### config.mk
export PLATFORM = sky130hd
export DESIGN_NAME = dtc_top
export DESIGN_NICKNAME = d
export VERILOG_FILES = /design/src/hdl/dtc_mc_timebase.v /design/src/hdl/dtc_pin_sampler.v /design/src/hdl/dtc_top.v
export VERILOG_INCLUDE_DIRS = /design/src /design/src/inc
export SDC_FILE = /design/constraint.sdc
export NUM_CORES = 1
export LEC_CHECK = 0
export BUFFER_PORTS_ARGS = -buffer_cell sky130_fd_sc_hd__buf_4
export CORE_MARGIN = 10
export CORE_UTILIZATION = 25
export CTS_CLUSTER_DIAMETER = 60
export DETAILED_ROUTE_END_ITERATION = 12
export MAX_ROUTING_LAYER = met4
export SYNTH_ARGS = -nofsm -noshare
export SYNTH_HDL_FRONTEND = slang
export SYNTH_SLANG_ARGS = --single-unit
### constraint.sdc
create_clock -name pclk -period 2.8 [get_ports pclk]
set_clock_uncertainty 0.1 [all_clocks]
set_input_delay 0.42 -clock pclk [delete_from_list [all_inputs] [get_ports pclk]]
set_output_delay 0.42 -clock pclk [all_outputs]
set_load 0.02 [all_outputs]
### src/inc/dtc_defines.vh
// Purpose: Register offsets, field positions and timing counts of the dual timer/counter.
// Assumes: APB word addressing with 32-bit data; 8-bit registers in the low byte.
// Notes:   Oscillator periods per machine cycle match pclk periods.
`ifndef DTC_DEFINES_VH
`define DTC_DEFINES_VH
`define DTC_ADDR_W        12
`define DTC_OFF_CTRL      12'h000
`define DTC_OFF_MODE      12'h004
`define DTC_OFF_T0_LOW    12'h008
`define DTC_OFF_T0_HIGH   12'h00C
`define DTC_OFF_T1_LOW    12'h010
`define DTC_OFF_T1_HIGH   12'h014
`define DTC_OFF_EVT_CLR   12'h018
`define DTC_BIT_TF1       7
`define DTC_BIT_TR1       6
`define DTC_BIT_TF0       5
`define DTC_BIT_TR0       4
`define DTC_BIT_IE1       3
`define DTC_BIT_IT1       2
`define DTC_BIT_IE0       1
`define DTC_BIT_IT0       0
`define DTC_MOD_GATE      3
`define DTC_MOD_CT        2
`define DTC_MOD_M1        1
`define DTC_MOD_M0        0
`define DTC_MODE_13BIT    2'h0
`define DTC_MODE_16BIT    2'h1
`define DTC_MODE_RELOAD   2'h2
`define DTC_MODE_SPLIT    2'h3
`define DTC_OSC_PER_MC    12
`define DTC_MC_W          4
`define DTC_MC_LAST       4'hB
`define DTC_CTRL_RESET    8'h00
`define DTC_MODE_RESET    8'h00
`endif

### src/hdl/dtc_mc_timebase.v
// Purpose: Machine-cycle strobe, one pclk pulse every twelve oscillator periods.
// Assumes: pclk is the oscillator clock.
// Notes:   Strobe is registered.
`timescale 1ns/10ps
`default_nettype none
`include "dtc_defines.vh"
module dtc_mc_timebase (
   // Clock and reset
   input  wire         pclk,
   input  wire         presetn,
   // Strobe
   output reg          mc_tick_q
);
   reg  [`DTC_MC_W-1:0] cnt_q;
   always @(posedge pclk or negedge presetn) begin
      if (!presetn) begin
         cnt_q     <= {`DTC_MC_W{1'b0}};
         mc_tick_q <= 1'b0;
      end else begin
         mc_tick_q <= (cnt_q == `DTC_MC_LAST);
         if (cnt_q == `DTC_MC_LAST) begin
            cnt_q <= {`DTC_MC_W{1'b0}};
         end else begin
            cnt_q <= cnt_q + 4'h1;
         end
      end
   end
endmodule
`default_nettype wire

### src/hdl/dtc_pin_sampler.v
// Purpose: Once per machine cycle samples a count pin and an interrupt pin, flags falls.
// Assumes: Pins are synchronous to pclk.
// Notes:   Fall pulses are one pclk wide, in the pclk after the machine-cycle strobe that takes the low sample.
`timescale 1ns/10ps
`default_nettype none
module dtc_pin_sampler (
   // Clock and reset
   input  wire         pclk,
   input  wire         presetn,
   // Timing
   input  wire         mc_tick,
   // Pins
   input  wire         count_pin,
   input  wire         irq_pin,
   // Results
   output reg          count_fall_q,
   output reg          irq_fall_q,
   output reg          irq_level_q
);
   reg cnt_cur_q;
   reg irq_prev_q;
   always @(posedge pclk or negedge presetn) begin
      if (!presetn) begin
         cnt_cur_q    <= 1'b0;
         irq_prev_q   <= 1'b1;
         irq_level_q  <= 1'b1;
         count_fall_q <= 1'b0;
         irq_fall_q   <= 1'b0;
      end else begin
         count_fall_q <= 1'b0;
         irq_fall_q   <= 1'b0;
         if (mc_tick) begin
            cnt_cur_q    <= count_pin;
            irq_prev_q   <= irq_pin;
            irq_level_q  <= irq_pin;
            count_fall_q <= cnt_cur_q & ~count_pin;
            irq_fall_q   <= irq_prev_q & ~irq_pin;
         end
      end
   end
endmodule
`default_nettype wire

### src/hdl/dtc_top.v
// Purpose: Two timer/counters with control and mode registers over APB.
// Assumes: APB3 slave, pready high for one pclk after each setup phase, pins synchronous to pclk.
// Notes:   Interrupt acknowledge inputs clear the hardware-cleared flags.
`timescale 1ns/10ps
`default_nettype none
`include "dtc_defines.vh"
// Notes on behaviour
// - Timer function counts every machine cycle.
// - Counter function counts sampled high-then-low.
// - Edge counted the machine cycle after detection.
// - Overflow flags set by overflow, cleared on vector.
// - Run bits switch each timer.
// - Interrupt edge flags set, cleared when processed.
// - Type bits choose falling-edge or low-level.
// - Select bit and two-bit mode per timer.
// - Modes 0-2 shared; mode 3 differs.
// - Mode 0 uses high byte plus five bits.
// - Mode 0 flags on all-ones rollover.
// - Count enabled by run and gate-or-pin.
// - Setting run keeps count contents.
// - Each timer has own gate and signals.
// - Mode 1 cascades full sixteen bits.
// - Mode field holds gate, select, mode.
// - Mode 2 reloads low from high.
// - Timer one mode 3 holds count.
// - Timer zero mode 3 splits in two.
module dtc_top (
   // Clock and reset
   input  wire         pclk,
   input  wire         presetn,
   // APB
   input  wire         psel,
   input  wire         penable,
   input  wire         pwrite,
   input  wire [11:0]  paddr,
   input  wire [31:0]  pwdata,
   output reg  [31:0]  prdata,
   output reg          pready,
   output reg          pslverr,
   // Pins
   input  wire         first_count_pin,
   input  wire         second_count_pin,
   input  wire         ext_irq_a_pin,
   input  wire         ext_irq_b_pin,
   // Interrupt acknowledges
   input  wire         first_timer_vector_ack,
   input  wire         second_timer_vector_ack,
   input  wire         ext_irq_a_ack,
   input  wire         ext_irq_b_ack,
   // Interrupt requests
   output reg          first_timer_irq_q,
   output reg          second_timer_irq_q,
   output reg          ext_irq_a_req_q,
   output reg          ext_irq_b_req_q
);
   reg  [7:0] ctrl_q;
   reg  [7:0] mode_q;
   reg  [7:0] t0l_q;
   reg  [7:0] t0h_q;
   reg  [7:0] t1l_q;
   reg  [7:0] t1h_q;
   reg  [7:0] ctrl_d;
   reg  [7:0] t0l_d;
   reg  [7:0] t0h_d;
   reg  [7:0] t1l_d;
   reg  [7:0] t1h_d;
   reg        ovf0;
   reg        ovf1;
   wire       mc_tick;
   wire       c0_fall;
   wire       c1_fall;
   wire       i0_fall;
   wire       i1_fall;
   wire       i0_lvl;
   wire       i1_lvl;
   wire       wr_en;
   wire [3:0] m0;
   wire [3:0] m1;
   wire       en0;
   wire       en1;
   wire       en0h;
   wire       inc0;
   wire       inc1;
   wire       inc0h;

   dtc_mc_timebase u_tb (
      .pclk      (pclk),
      .presetn   (presetn),
      .mc_tick_q (mc_tick)
   );

   dtc_pin_sampler u_s0 (
      .pclk         (pclk),
      .presetn      (presetn),
      .mc_tick      (mc_tick),
      .count_pin    (first_count_pin),
      .irq_pin      (ext_irq_a_pin),
      .count_fall_q (c0_fall),
      .irq_fall_q   (i0_fall),
      .irq_level_q  (i0_lvl)
   );

   dtc_pin_sampler u_s1 (
      .pclk         (pclk),
      .presetn      (presetn),
      .mc_tick      (mc_tick),
      .count_pin    (second_count_pin),
      .irq_pin      (ext_irq_b_pin),
      .count_fall_q (c1_fall),
      .irq_fall_q   (i1_fall),
      .irq_level_q  (i1_lvl)
   );

   assign wr_en = psel & penable & pwrite;
   assign m0    = mode_q[3:0];
   assign m1    = mode_q[7:4];

   // Count enables from run bit, gate bit and interrupt pin.
   assign en0  = ctrl_q[`DTC_BIT_TR0] & (~m0[`DTC_MOD_GATE] | i0_lvl);
   assign en1  = ctrl_q[`DTC_BIT_TR1] & (~m1[`DTC_MOD_GATE] | i1_lvl)
                 & (m1[1:0] != `DTC_MODE_SPLIT);
   assign en0h = ctrl_q[`DTC_BIT_TR1];

   // Timer ticks on each machine cycle, counter on a detected fall.
   assign inc0  = en0 & (m0[`DTC_MOD_CT] ? c0_fall : mc_tick);
   assign inc1  = en1 & (m1[`DTC_MOD_CT] ? c1_fall : mc_tick);
   assign inc0h = en0h & mc_tick & (m0[1:0] == `DTC_MODE_SPLIT);

   always @* begin
      ctrl_d = ctrl_q;
      t0l_d  = t0l_q;
      t0h_d  = t0h_q;
      t1l_d  = t1l_q;
      t1h_d  = t1h_q;
      ovf0   = 1'b0;
      ovf1   = 1'b0;
      // Software writes land first, hardware updates override.
      if (wr_en) begin
         case (paddr)
            `DTC_OFF_CTRL: begin
               ctrl_d = pwdata[7:0];
            end
            `DTC_OFF_T0_LOW: begin
               t0l_d = pwdata[7:0];
            end
            `DTC_OFF_T0_HIGH: begin
               t0h_d = pwdata[7:0];
            end
            `DTC_OFF_T1_LOW: begin
               t1l_d = pwdata[7:0];
            end
            `DTC_OFF_T1_HIGH: begin
               t1h_d = pwdata[7:0];
            end
            default: begin
            end
         endcase
      end
      // Timer zero, modes 0 to 3.
      if (inc0) begin
         case (m0[1:0])
            `DTC_MODE_13BIT: begin
               t0l_d = {t0l_q[7:5], t0l_q[4:0] + 5'h01};
               if (t0l_q[4:0] == 5'h1F) begin
                  t0h_d = t0h_q + 8'h01;
                  ovf0  = (t0h_q == 8'hFF);
               end
            end
            `DTC_MODE_16BIT: begin
               t0l_d = t0l_q + 8'h01;
               if (t0l_q == 8'hFF) begin
                  t0h_d = t0h_q + 8'h01;
                  ovf0  = (t0h_q == 8'hFF);
               end
            end
            `DTC_MODE_RELOAD: begin
               if (t0l_q == 8'hFF) begin
                  t0l_d = t0h_q;
                  ovf0  = 1'b1;
               end else begin
                  t0l_d = t0l_q + 8'h01;
               end
            end
            default: begin
               t0l_d = t0l_q + 8'h01;
               ovf0  = (t0l_q == 8'hFF);
            end
         endcase
      end
      if (inc0h) begin
         t0h_d = t0h_q + 8'h01;
         ovf1  = (t0h_q == 8'hFF);
      end
      // Timer one, modes 0 to 2; mode 3 never enables.
      if (inc1) begin
         case (m1[1:0])
            `DTC_MODE_13BIT: begin
               t1l_d = {t1l_q[7:5], t1l_q[4:0] + 5'h01};
               if (t1l_q[4:0] == 5'h1F) begin
                  t1h_d = t1h_q + 8'h01;
                  ovf1  = ovf1 | (t1h_q == 8'hFF);
               end
            end
            `DTC_MODE_16BIT: begin
               t1l_d = t1l_q + 8'h01;
               if (t1l_q == 8'hFF) begin
                  t1h_d = t1h_q + 8'h01;
                  ovf1  = ovf1 | (t1h_q == 8'hFF);
               end
            end
            default: begin
               if (t1l_q == 8'hFF) begin
                  t1l_d = t1h_q;
                  ovf1  = 1'b1;
               end else begin
                  t1l_d = t1l_q + 8'h01;
               end
            end
         endcase
      end
      // Flag clears by acknowledge; a set in the same cycle wins.
      if (first_timer_vector_ack) begin
         ctrl_d[`DTC_BIT_TF0] = 1'b0;
      end
      if (second_timer_vector_ack) begin
         ctrl_d[`DTC_BIT_TF1] = 1'b0;
      end
      if (ext_irq_a_ack & ctrl_q[`DTC_BIT_IT0]) begin
         ctrl_d[`DTC_BIT_IE0] = 1'b0;
      end
      if (ext_irq_b_ack & ctrl_q[`DTC_BIT_IT1]) begin
         ctrl_d[`DTC_BIT_IE1] = 1'b0;
      end
      if (ovf0) begin
         ctrl_d[`DTC_BIT_TF0] = 1'b1;
      end
      if (ovf1) begin
         ctrl_d[`DTC_BIT_TF1] = 1'b1;
      end
      // Edge mode latches falls; level mode follows the low pin.
      if (ctrl_q[`DTC_BIT_IT0]) begin
         if (i0_fall) begin
            ctrl_d[`DTC_BIT_IE0] = 1'b1;
         end
      end else begin
         ctrl_d[`DTC_BIT_IE0] = ~i0_lvl;
      end
      if (ctrl_q[`DTC_BIT_IT1]) begin
         if (i1_fall) begin
            ctrl_d[`DTC_BIT_IE1] = 1'b1;
         end
      end else begin
         ctrl_d[`DTC_BIT_IE1] = ~i1_lvl;
      end
   end

   always @(posedge pclk or negedge presetn) begin
      if (!presetn) begin
         ctrl_q             <= `DTC_CTRL_RESET;
         mode_q             <= `DTC_MODE_RESET;
         t0l_q              <= 8'h00;
         t0h_q              <= 8'h00;
         t1l_q              <= 8'h00;
         t1h_q              <= 8'h00;
         prdata             <= 32'h00000000;
         pready             <= 1'b0;
         pslverr            <= 1'b0;
         first_timer_irq_q  <= 1'b0;
         second_timer_irq_q <= 1'b0;
         ext_irq_a_req_q    <= 1'b0;
         ext_irq_b_req_q    <= 1'b0;
      end else begin
         ctrl_q <= ctrl_d;
         t0l_q  <= t0l_d;
         t0h_q  <= t0h_d;
         t1l_q  <= t1l_d;
         t1h_q  <= t1h_d;
         if (wr_en && paddr == `DTC_OFF_MODE) begin
            mode_q <= pwdata[7:0];
         end
         first_timer_irq_q  <= ctrl_d[`DTC_BIT_TF0];
         second_timer_irq_q <= ctrl_d[`DTC_BIT_TF1];
         ext_irq_a_req_q    <= ctrl_d[`DTC_BIT_IE0];
         ext_irq_b_req_q    <= ctrl_d[`DTC_BIT_IE1];
         pready  <= psel & ~penable;
         pslverr <= 1'b0;
         prdata  <= 32'h00000000;
         if (psel && !penable) begin
            case (paddr)
               `DTC_OFF_CTRL: begin
                  prdata <= {24'h000000, ctrl_q};
               end
               `DTC_OFF_MODE: begin
                  prdata <= {24'h000000, mode_q};
               end
               `DTC_OFF_T0_LOW: begin
                  prdata <= {24'h000000, t0l_q};
               end
               `DTC_OFF_T0_HIGH: begin
                  prdata <= {24'h000000, t0h_q};
               end
               `DTC_OFF_T1_LOW: begin
                  prdata <= {24'h000000, t1l_q};
               end
               `DTC_OFF_T1_HIGH: begin
                  prdata <= {24'h000000, t1h_q};
               end
               default: begin
                  pslverr <= 1'b1;
               end
            endcase
         end
      end
   end
endmodule
`default_nettype wire

==> flow_summary.json, run 1 <==
{
  "ant_nets": 0,
  "arrival_ns": 2.78,
  "synth_top_cell_area_share_pct": 37.60,
  "syn2layout_area_growth_pct": 19.26,
  "num_vias": 3730,
  "route.detailed.drc": 0,
  "final-max-slew-violation-count": 0,
  "synth.area.top_cells": "dfrtp_1 38%, mux2i_1 9.6%, mux2_2 6.1%",
  "hold_class": "in2async",
  "cp-start-kind": "flip-flop",
  "core_um2": 18020,
  "dr.pass1.iters": 5,
  "grt_pass1_vias": 3660,
  "die_y_um": 155.5,
  "hpwl_um": 9887,
  "synth_area_um2": 4592,
  "synth_area_leader_cell": "dfrtp_1",
  "critPathCaptureType": "flip-flop",
  "synth-compound-area-share_pct": 14.69,
  "top_usage_layer": "met1",
  "wire_per_inst_um": 17.48,
  "gr-total-overflow": 0,
  "fin_ws_ns": 0.1478,
  "criticalPathCategory": "reg2reg",
  "initial_utilization_pct": 25.48,
  "synthSimpleGateAreaFrac_pct": 19.81,
  "post_cts_resized": 0,
  "syn_inst": 474,
  "seq_area_um2": 1779,
  "rsz0062_at_grt": "false",
  "antenna_cells": 0,
  "synth-xor-area-share_pct": 1.335,
  "ctsHoldBuffers": 0,
  "violations": "hold timing",
  "powerDensity_nw_per_um2": 453.5,
  "multi_input_area_um2": 2545,
  "ys_seq_area_share_pct": 38.75,
  "post-place-ws_ns": 0.1645,
  "p_leak_nw": 2.442,
  "gp_congestion": 0.9044,
  "met2_usage_pct": 15.19,
  "clk_latency_ns": 0.34,
  "ys_ff_latch": 71,
  "fillers": 1900,
  "grt_usage_pct": 11.20,
  "status": "finished with violations",
  "timing.final.crit_share_pct": 94.72,
  "crit_required_ns": 2.93,
  "grt_max_degree": 46,
  "synthAdderAreaFrac_pct": 1.907,
  "cts.sinks": 71,
  "antenna_found_initial": 0,
  "ios": 95,
  "ir_drop_v": 0.0002985,
  "fin_nets": 587,
  "hold_viol_final": 5,
  "htree_levels": 3,
  "drive_above_1_share_pct": 23.86,
  "final_core_util_pct": 30.38,
  "r2r_cells": 8,
  "cts-root-buf": "clkbuf_16",
  "final_cell_mix": "69 x dfrtp_1, 59 x buf_4, 46 x nor2_1, 44 x mux2i_1, 25 x mux2_2",
  "power.total_mw": 2.484,
  "worst_hold_slack_ns": -0.0007837,
  "tritoncts": "done",
  "clockBufferDepth": 2,
  "gr-usage-met1_pct": 15.32,
  "setup_viol_count_final": 0,
  "slew_headroom_pct": 58.12,
  "grt_pass1_wl_um": 20740,
  "synth-edff-count": 0,
  "placementRows": 49,
  "clk_pin_slew_ns": 0.06,
  "synth_ff_type": "dfrtp_1",
  "drt_iter0_drc": 322,
  "muxShareOfSynthArea_pct": 15.72,
  "mostFrequentLayoutCell": "dfrtp_1",
  "cap_violations": 0,
  "postCtsSetupRepairBufs": 0,
  "fmax_mhz": 377.0,
  "cts-buffers-inserted": 9,
  "syn_avg_cell_area_um2": 9.688,
  "io_buffers": 46,
  "finalSetupTns_ns": 0,
  "worst_pin_slew_ns": 0.6283,
  "die-area_um2": 24190,
  "post-route-min-period_ns": 2.652,
  "drt-total-wl_um": 13230,
  "synth-async-reset-ratio_pct": 100.0,
  "post_synth_num_cell_types": 68,
  "cp_max_fo": 10,
  "synth_warnings": 0,
  "avgViaCountPerCell": 4.927,
  "die_w_um": 155.5,
  "synth_top_family_by_area": "simple AND/OR/NAND/NOR gates",
  "grtUsageMet3_pct": 3.336
}
==> critical path, cell delays in order (launching register included) <==
cell,delay (ns)
dfrtp_1,0.43
ha_1,0.26
and3_1,0.24
ha_1,0.19
nor2b_1,0.13
a41oi_1,0.08
o31ai_4,0.48
mux2_2,0.39
o221a_2,0.25
==> state kept, by name, indices dropped and copies added (netlist names), 4 cells and up <==
signal	cells
ctrl_q	8
mode_q	8
prdata	8
t0h_q	8
t0l_q	8
t1h_q	8
t1l_q	8
u_tb.cnt_q	4
==> worst paths after layout <==
path | slack (ns) | endpoint | startpoint
min reg2reg | 0.36 | ctrl_q[3] | u_s1.irq_fall_q
max reg2reg | 0.15 | t0h_q[2] | t0l_q[0]
max | 0.15 | t0h_q[2] | t0l_q[0]
min in group pclk | 0.13 | u_s0.irq_fall_q | ext_irq_a_pin
min | -0.0008 | t0l_q[2] | presetn
max in group asynchronous | 2.02 | prdata[2] | presetn
==> logic make-up (layout without fill, tap and decap cells) <==
kind of cell             after synthesis  in the layout
adder cells (fa/ha/maj)                7              7
flip-flops                            71             71
AO/OA/AOI/OAI                         89             89
buffers and inverters                 66             97
other                                  1             24
XOR/XNOR                               7              7
AND/OR/NAND/NOR                      164            164
multiplexers                          69             69
==> report_power, final <==
part / internal (mW) / switching [mW] / total (mW)
Sequential: 1.04 / 0.00817 / 1.05
Combinational: 0.0622 / 0.117 / 0.179
Clock: 0.804 / 0.455 / 1.26
Total: 1.90 / 0.580 / 2.48
==> layout make-up <==
type / count / share of cell area [%]
Multi-Input combinational cell: 360 / 46.47
Sequential cell: 71 / 32.49
Timing Repair Buffer: 60 / 8.453
Tap cell: 229 / 5.232
Clock buffer: 11 / 4.432
Clock inverter: 5 / 1.485
Inverter: 21 / 1.439
==> metal layers <==
layer	wire length, um	up-vias
met5	0	-
met4	336	0
met3	865	20
met2	5522	123
met1	6507	1791
li1	-	1796
==> synth_stat cells, types with 4 or more instances <==
master,number
a21oi_1,19
ha_1,7
inv_1,21
dfrtp_1,69
o221a_2,11
nor2_1,46
mux2_2,25
buf_4,25
clkbuf_1,12
nand2b_1,10
mux2i_1,44
and2_1,4
nand2_1,23
and3_1,11
o21ai_0,11
nand4_1,10
nand3_1,22
xnor2_1,6
a211oi_1,9
nor3_1,5
nor2b_1,9
o22ai_1,10
==> metrics by stage <==
step,instance area (um^2),instances
floorplan,4678,497
global placement,5152,741
detailed placement,5152,741
CTS,5477,757
global route,5477,757
finish,5477,757
Note: power is estimated with default switching activity, not from simulation.
==> inputs of run 2 (changes only) <==
--- a/config.mk
+++ b/config.mk
@@ -7,7 +7,7 @@
 export NUM_CORES = 1
 export LEC_CHECK = 0
 export BUFFER_PORTS_ARGS = -buffer_cell sky130_fd_sc_hd__buf_4
-export CORE_MARGIN = 10
+export CORE_MARGIN = 2
 export CORE_UTILIZATION = 25
 export CTS_CLUSTER_DIAMETER = 60
 export DETAILED_ROUTE_END_ITERATION = 12
==> flow_summary.json, run 2 (synthesized netlist as in run 1, its figures left out) <==
{
  "avgViaCountPerCell": 5.038,
  "drt_iter0_drc": 310,
  "timing.final.crit_share_pct": 91.82,
  "post_cts_resized": 0,
  "combPwrFrac_pct": 7.2,
  "fin_nets": 589,
  "num_vias": 3824,
  "worst_pin_slew_ns": 0.9281,
  "initial_utilization_pct": 25.56,
  "r2r-start": "t0l_q[0]",
  "hold_class": "in2async",
  "htree_levels": 3,
  "power.internal_mw": 1.813,
  "cts-buffers-inserted": 9,
  "route.detailed.drc": 0,
  "reg2reg_to": "t0h_q[5]",
  "mostFrequentLayoutCell": "dfrtp_1",
  "final_cell_mix": "69 x dfrtp_1, 62 x buf_4, 46 x nor2_1, 44 x mux2i_1, 25 x mux2_2",
  "placementRows": 49,
  "die_w_um": 139.5,
  "post-place-ws_ns": 0.2636,
  "tritoncts": "done",
  "setup_viol_count_final": 0,
  "final-max-slew-violation-count": 0,
  "syn2layout_area_growth_pct": 18.94,
  "critPathCaptureType": "flip-flop",
  "grt_pass1_wl_um": 20400,
  "antenna_cells": 0,
  "clockBufferDepth": 2,
  "drt-total-wl_um": 12760,
  "grt_usage_pct": 13.94,
  "rrSetupSlack_ns": 0.23,
  "p_sw_share_pct": 24.73,
  "hold_viol_final": 0,
  "cp-start-kind": "flip-flop",
  "wire_per_inst_um": 16.81,
  "gr-total-overflow": 0,
  "finalSetupTns_ns": 0,
  "core_um2": 17960,
  "drive_above_1_share_pct": 24.34,
  "cp_max_fo": 8,
  "ctsHoldBuffers": 0,
  "grt_max_degree": 72,
  "pwr-share-clk_pct": 49.4,
  "hpwl_um": 9391,
  "powerDensity_nw_per_um2": 441.1,
  "dr.pass1.iters": 5,
  "cts-root-buf": "clkbuf_16",
  "ant_nets": 0,
  "cts.sinks": 71,
  "seqPwrFrac_pct": 43.4,
  "arrival_ns": 2.71,
  "fin_ws_ns": 0.2290,
  "io_buffers": 46,
  "criticalPathCategory": "reg2reg",
  "power.switching_mw": 0.5956,
  "clk_pin_slew_ns": 0.06,
  "clk_latency_ns": 0.35,
  "gp_congestion": 0.8716,
  "die_y_um": 139.5,
  "cap_violations": 0,
  "antenna_found_initial": 0,
  "ir_drop_v": 0.0002730,
  "crit_required_ns": 2.94,
  "slew_headroom_pct": 38.12,
  "ios": 95,
  "fmax_mhz": 388.9,
  "postCtsSetupRepairBufs": 0,
  "grt_pass1_vias": 3554,
  "rsz0062_at_grt": "false",
  "r2r_cells": 8,
  "post-route-min-period_ns": 2.571,
  "p_leak_nw": 2.437,
  "die-area_um2": 19470,
  "status": "finished clean"
}
[run 2: per-stage QoR]
step                      instance area, um^2  utilization (%)  power (mW)  hold slack, ns  instances
after floorplan                          4678                -       1.164         0.02441        497
after global placement                   5155            28.70       1.238          0.3382        743
after detailed placement                 5155            28.70       1.240          0.3491        743
after CTS                                5461            30.40       2.437          0.1160        759
after global routing                     5461            30.40       2.505          0.1235        759
final                                    5461            30.40       2.409         0.09874        759
[run 2: power by group through the flow]
stage	clock [mW]	combinational (mW)	sequential, mW
6_report	1.19	0.174	1.04
5_1_grt	1.27	0.190	1.05
4_1_cts	1.22	0.177	1.04
3_5_place_dp	0	0.176	1.06
3_3_place_gp	0	0.175	1.06
2_1_floorplan	0	0.0997	1.06
[run 2: final cells by class]
cell class                      instances  area, um^2
Clock buffer                           10       239.0
Clock inverter                          6       67.56
Fill cell                            1887       12500
Inverter                               21       78.83
Multi-Input combinational cell        360        2545
Sequential cell                        71        1779
Tap cell                              229       286.5
Timing Repair Buffer                   62       465.4
[run 2: how the worst max path moves through the flow]
stage,depth (start not counted),end,slack [ns],startpoint
2_1_floorplan,9,t1h_q[5],0.33,t1l_q[0]
3_5_place_dp,8,t0h_q[2],0.26,t0l_q[0]
5_1_grt,8,t1h_q[7],0.05,t1l_q[0]
6_report,8,t0h_q[5],0.23,t0l_q[0]
3_3_place_gp,8,t0h_q[3],0.26,t0l_q[0]
4_1_cts,8,t0h_q[5],0.25,t0l_q[0]
[run 2: worst max-delay path, stage by stage (launching register included)]
cell and delay, ns:
dfrtp_1 0.44, ha_1 0.24, and3_1 0.24, ha_1 0.19, nor2b_1 0.13, a41oi_1 0.08
o31ai_4 0.42, mux2_2 0.38, o221a_2 0.24
[run 2: routing by layer]
layer  wire length [um]  GRT usage, %  vias to the layer above  share of wire (%)
met1               6096         19.73                     1879                 48
li1                   -             -                     1794                  -
met3                910         3.751                       16                7.1
met2               5564         19.45                      135                 44
met5                  0             -                        -                  0
met4                190         3.987                        0                1.5
==> inputs of run 3 (changes only) <==
==> constraint.sdc (replaced) <==
create_clock -name pclk -period 2.3 [get_ports pclk]
set_clock_uncertainty 0.1 [all_clocks]
set_input_delay 0.345 -clock pclk [delete_from_list [all_inputs] [get_ports pclk]]
set_output_delay 0.345 -clock pclk [all_outputs]
set_load 0.02 [all_outputs]
==> flow_summary.json, run 3 (synthesized netlist as in run 1, its figures left out) <==
{
  "status": "finished clean",
  "die-area_um2": 19470,
  "drt_iter0_drc": 280,
  "placementRows": 49,
  "core_um2": 17960,
  "grt_max_degree": 37,
  "multi_input_area_um2": 2660,
  "cts-root-buf": "clkbuf_16",
  "path_cells": "ha_2 > and3_4 > ha_4 > nor2b_4 > a41oi_2 > o31ai_4 > buf_6 > mux2_4 > o221a_4",
  "arrival_ns": 2.41,
  "fin_cells": 789,
  "initial_utilization_pct": 25.56,
  "clk_latency_ns": 0.35,
  "io_buffers": 46,
  "cts-buffers-inserted": 9,
  "cts.sinks": 71,
  "antenna_found_initial": 0,
  "route.detailed.drc": 0,
  "rsz0062_at_grt": "true",
  "crit_required_ns": 2.43,
  "num_vias": 3863,
  "setup_viol_count_final": 0,
  "gr-total-overflow": 0,
  "syn2layout_area_growth_pct": 25.80,
  "drt-total-wl_um": 13250,
  "final-max-slew-violation-count": 0,
  "place_inst": 771,
  "ant_nets": 0,
  "hold_viol_final": 0,
  "die_y_um": 139.5,
  "powerDensity_nw_per_um2": 481.3,
  "hold_class": "in2reg",
  "seq_area_um2": 1779,
  "r2r-start": "t0l_q[1]",
  "post-place-ws_ns": -0.02211,
  "mostFrequentLayoutCell": "buf_4",
  "drive_above_1_share_pct": 29.11,
  "critPathCaptureType": "flip-flop",
  "gp_congestion": 0.8464,
  "finalSetupTns_ns": 0,
  "fmax_mhz": 439.8,
  "cp_max_fo": 4,
  "worst_hold_slack_ns": 0.05935,
  "max_stage_delay_ns": 0.36,
  "post-route-min-period_ns": 2.274,
  "ir_drop_v": 0.0003819,
  "dr.pass1.iters": 4,
  "fillers": 1877,
  "ios": 95,
  "worst_pin_slew_ns": 0.5425,
  "die_w_um": 139.5,
  "clk_pin_slew_ns": 0.05,
  "fin_ws_ns": 0.02622,
  "hpwl_um": 10020,
  "cp_slowest_cell": "dfrtp_1",
  "tritoncts": "done",
  "htree_levels": 3,
  "criticalPathCategory": "reg2reg",
  "grt_usage_pct": 14.48,
  "fin_nets": 619,
  "cp-start-kind": "flip-flop",
  "clockBufferDepth": 2,
  "slew_headroom_pct": 63.83,
  "crit_start": "t0l_q[1]",
  "grt_pass1_wl_um": 21270,
  "grt_pass1_vias": 3753,
  "wire_per_inst_um": 16.79,
  "avgViaCountPerCell": 4.896,
  "power.total_mw": 2.780,
  "cap_violations": 0,
  "antenna_cells": 0,
  "final_cell_mix": "89 x buf_4, 69 x dfrtp_1, 46 x nor2_1, 44 x mux2i_1, 24 x conb_1",
  "p_leak_nw": 2.574,
  "timing.final.crit_share_pct": 98.86,
  "min-delay-start": "ext_irq_a_pin"
}
[run 3: stage by stage]
step                      area (um^2)  utilization [%]
after global placement           5466            30.43
after detailed placement         5466            30.43
final                            5777            32.16
after global routing             5777            32.16
after CTS                        5749            32.01
after floorplan                  4770                -
[run 3: timing repair]
item / in CTS / in global routing
gates cloned: 0 / 0
pin swaps: 1 / 6
buffers inserted: 0 / 1
endpoints found under the setup margin: 6 / 10
resized for setup: 2 / 4
endpoints found under the hold margin: 33 / 0
hold buffers: 1 / 0
[run 3: cell type report]
| cell class | count | area share, % |
|---|---|---|
| clock buffers | 15 | 4.462 |
| clock inverters | 1 | 0.08664 |
| multi-input cells | 360 | 46.05 |
| well taps | 229 | 4.960 |
| repair buffers | 92 | 12.28 |
| inverters | 21 | 1.365 |
| flip-flops and latches | 71 | 30.80 |
[run 3: worst max-delay path: cells and delay by family, from the launching register on]
| family | cells | cell delay [ns] |
|---|---|---|
| compound gates | 3 | 0.60 |
| flops | 1 | 0.36 |
| simple gates | 2 | 0.32 |
| fa+ha+maj | 2 | 0.31 |
| mux | 1 | 0.30 |
| buf+inv | 1 | 0.17 |
[run 3: path summary, 6_finish.rpt]
check	cells past startpoint	to	slack (ns)
max in group asynchronous	3	u_s1.irq_level_q	1.05
worst min-delay path	2	u_s0.irq_fall_q	0.06
worst max register to register	9	t0h_q[5]	0.03
worst min register to register	1	u_tb.cnt_q[0]	0.35
min in group asynchronous	2	t1h_q[5]	0.41
worst max-delay path	9	t0h_q[5]	0.03
[run 3: power by group]
part / switching [mW] / internal [mW] / leakage, nW
Sequential: 0.00903 / 1.26 / 0.887
Clock: 0.523 / 0.760 / 0.128
Combinational: 0.145 / 0.0803 / 1.56
[run 3: layer usage]
metal	part of all wire, %	routed length [um]	vias to the layer above	global-route usage (%)
met5	0	0	-	-
met4	1.3	175	0	3.190
met3	5.5	731	10	3.716
met2	44	5888	109	21.16
met1	49	6451	1882	20.22
li1	-	-	1862	-
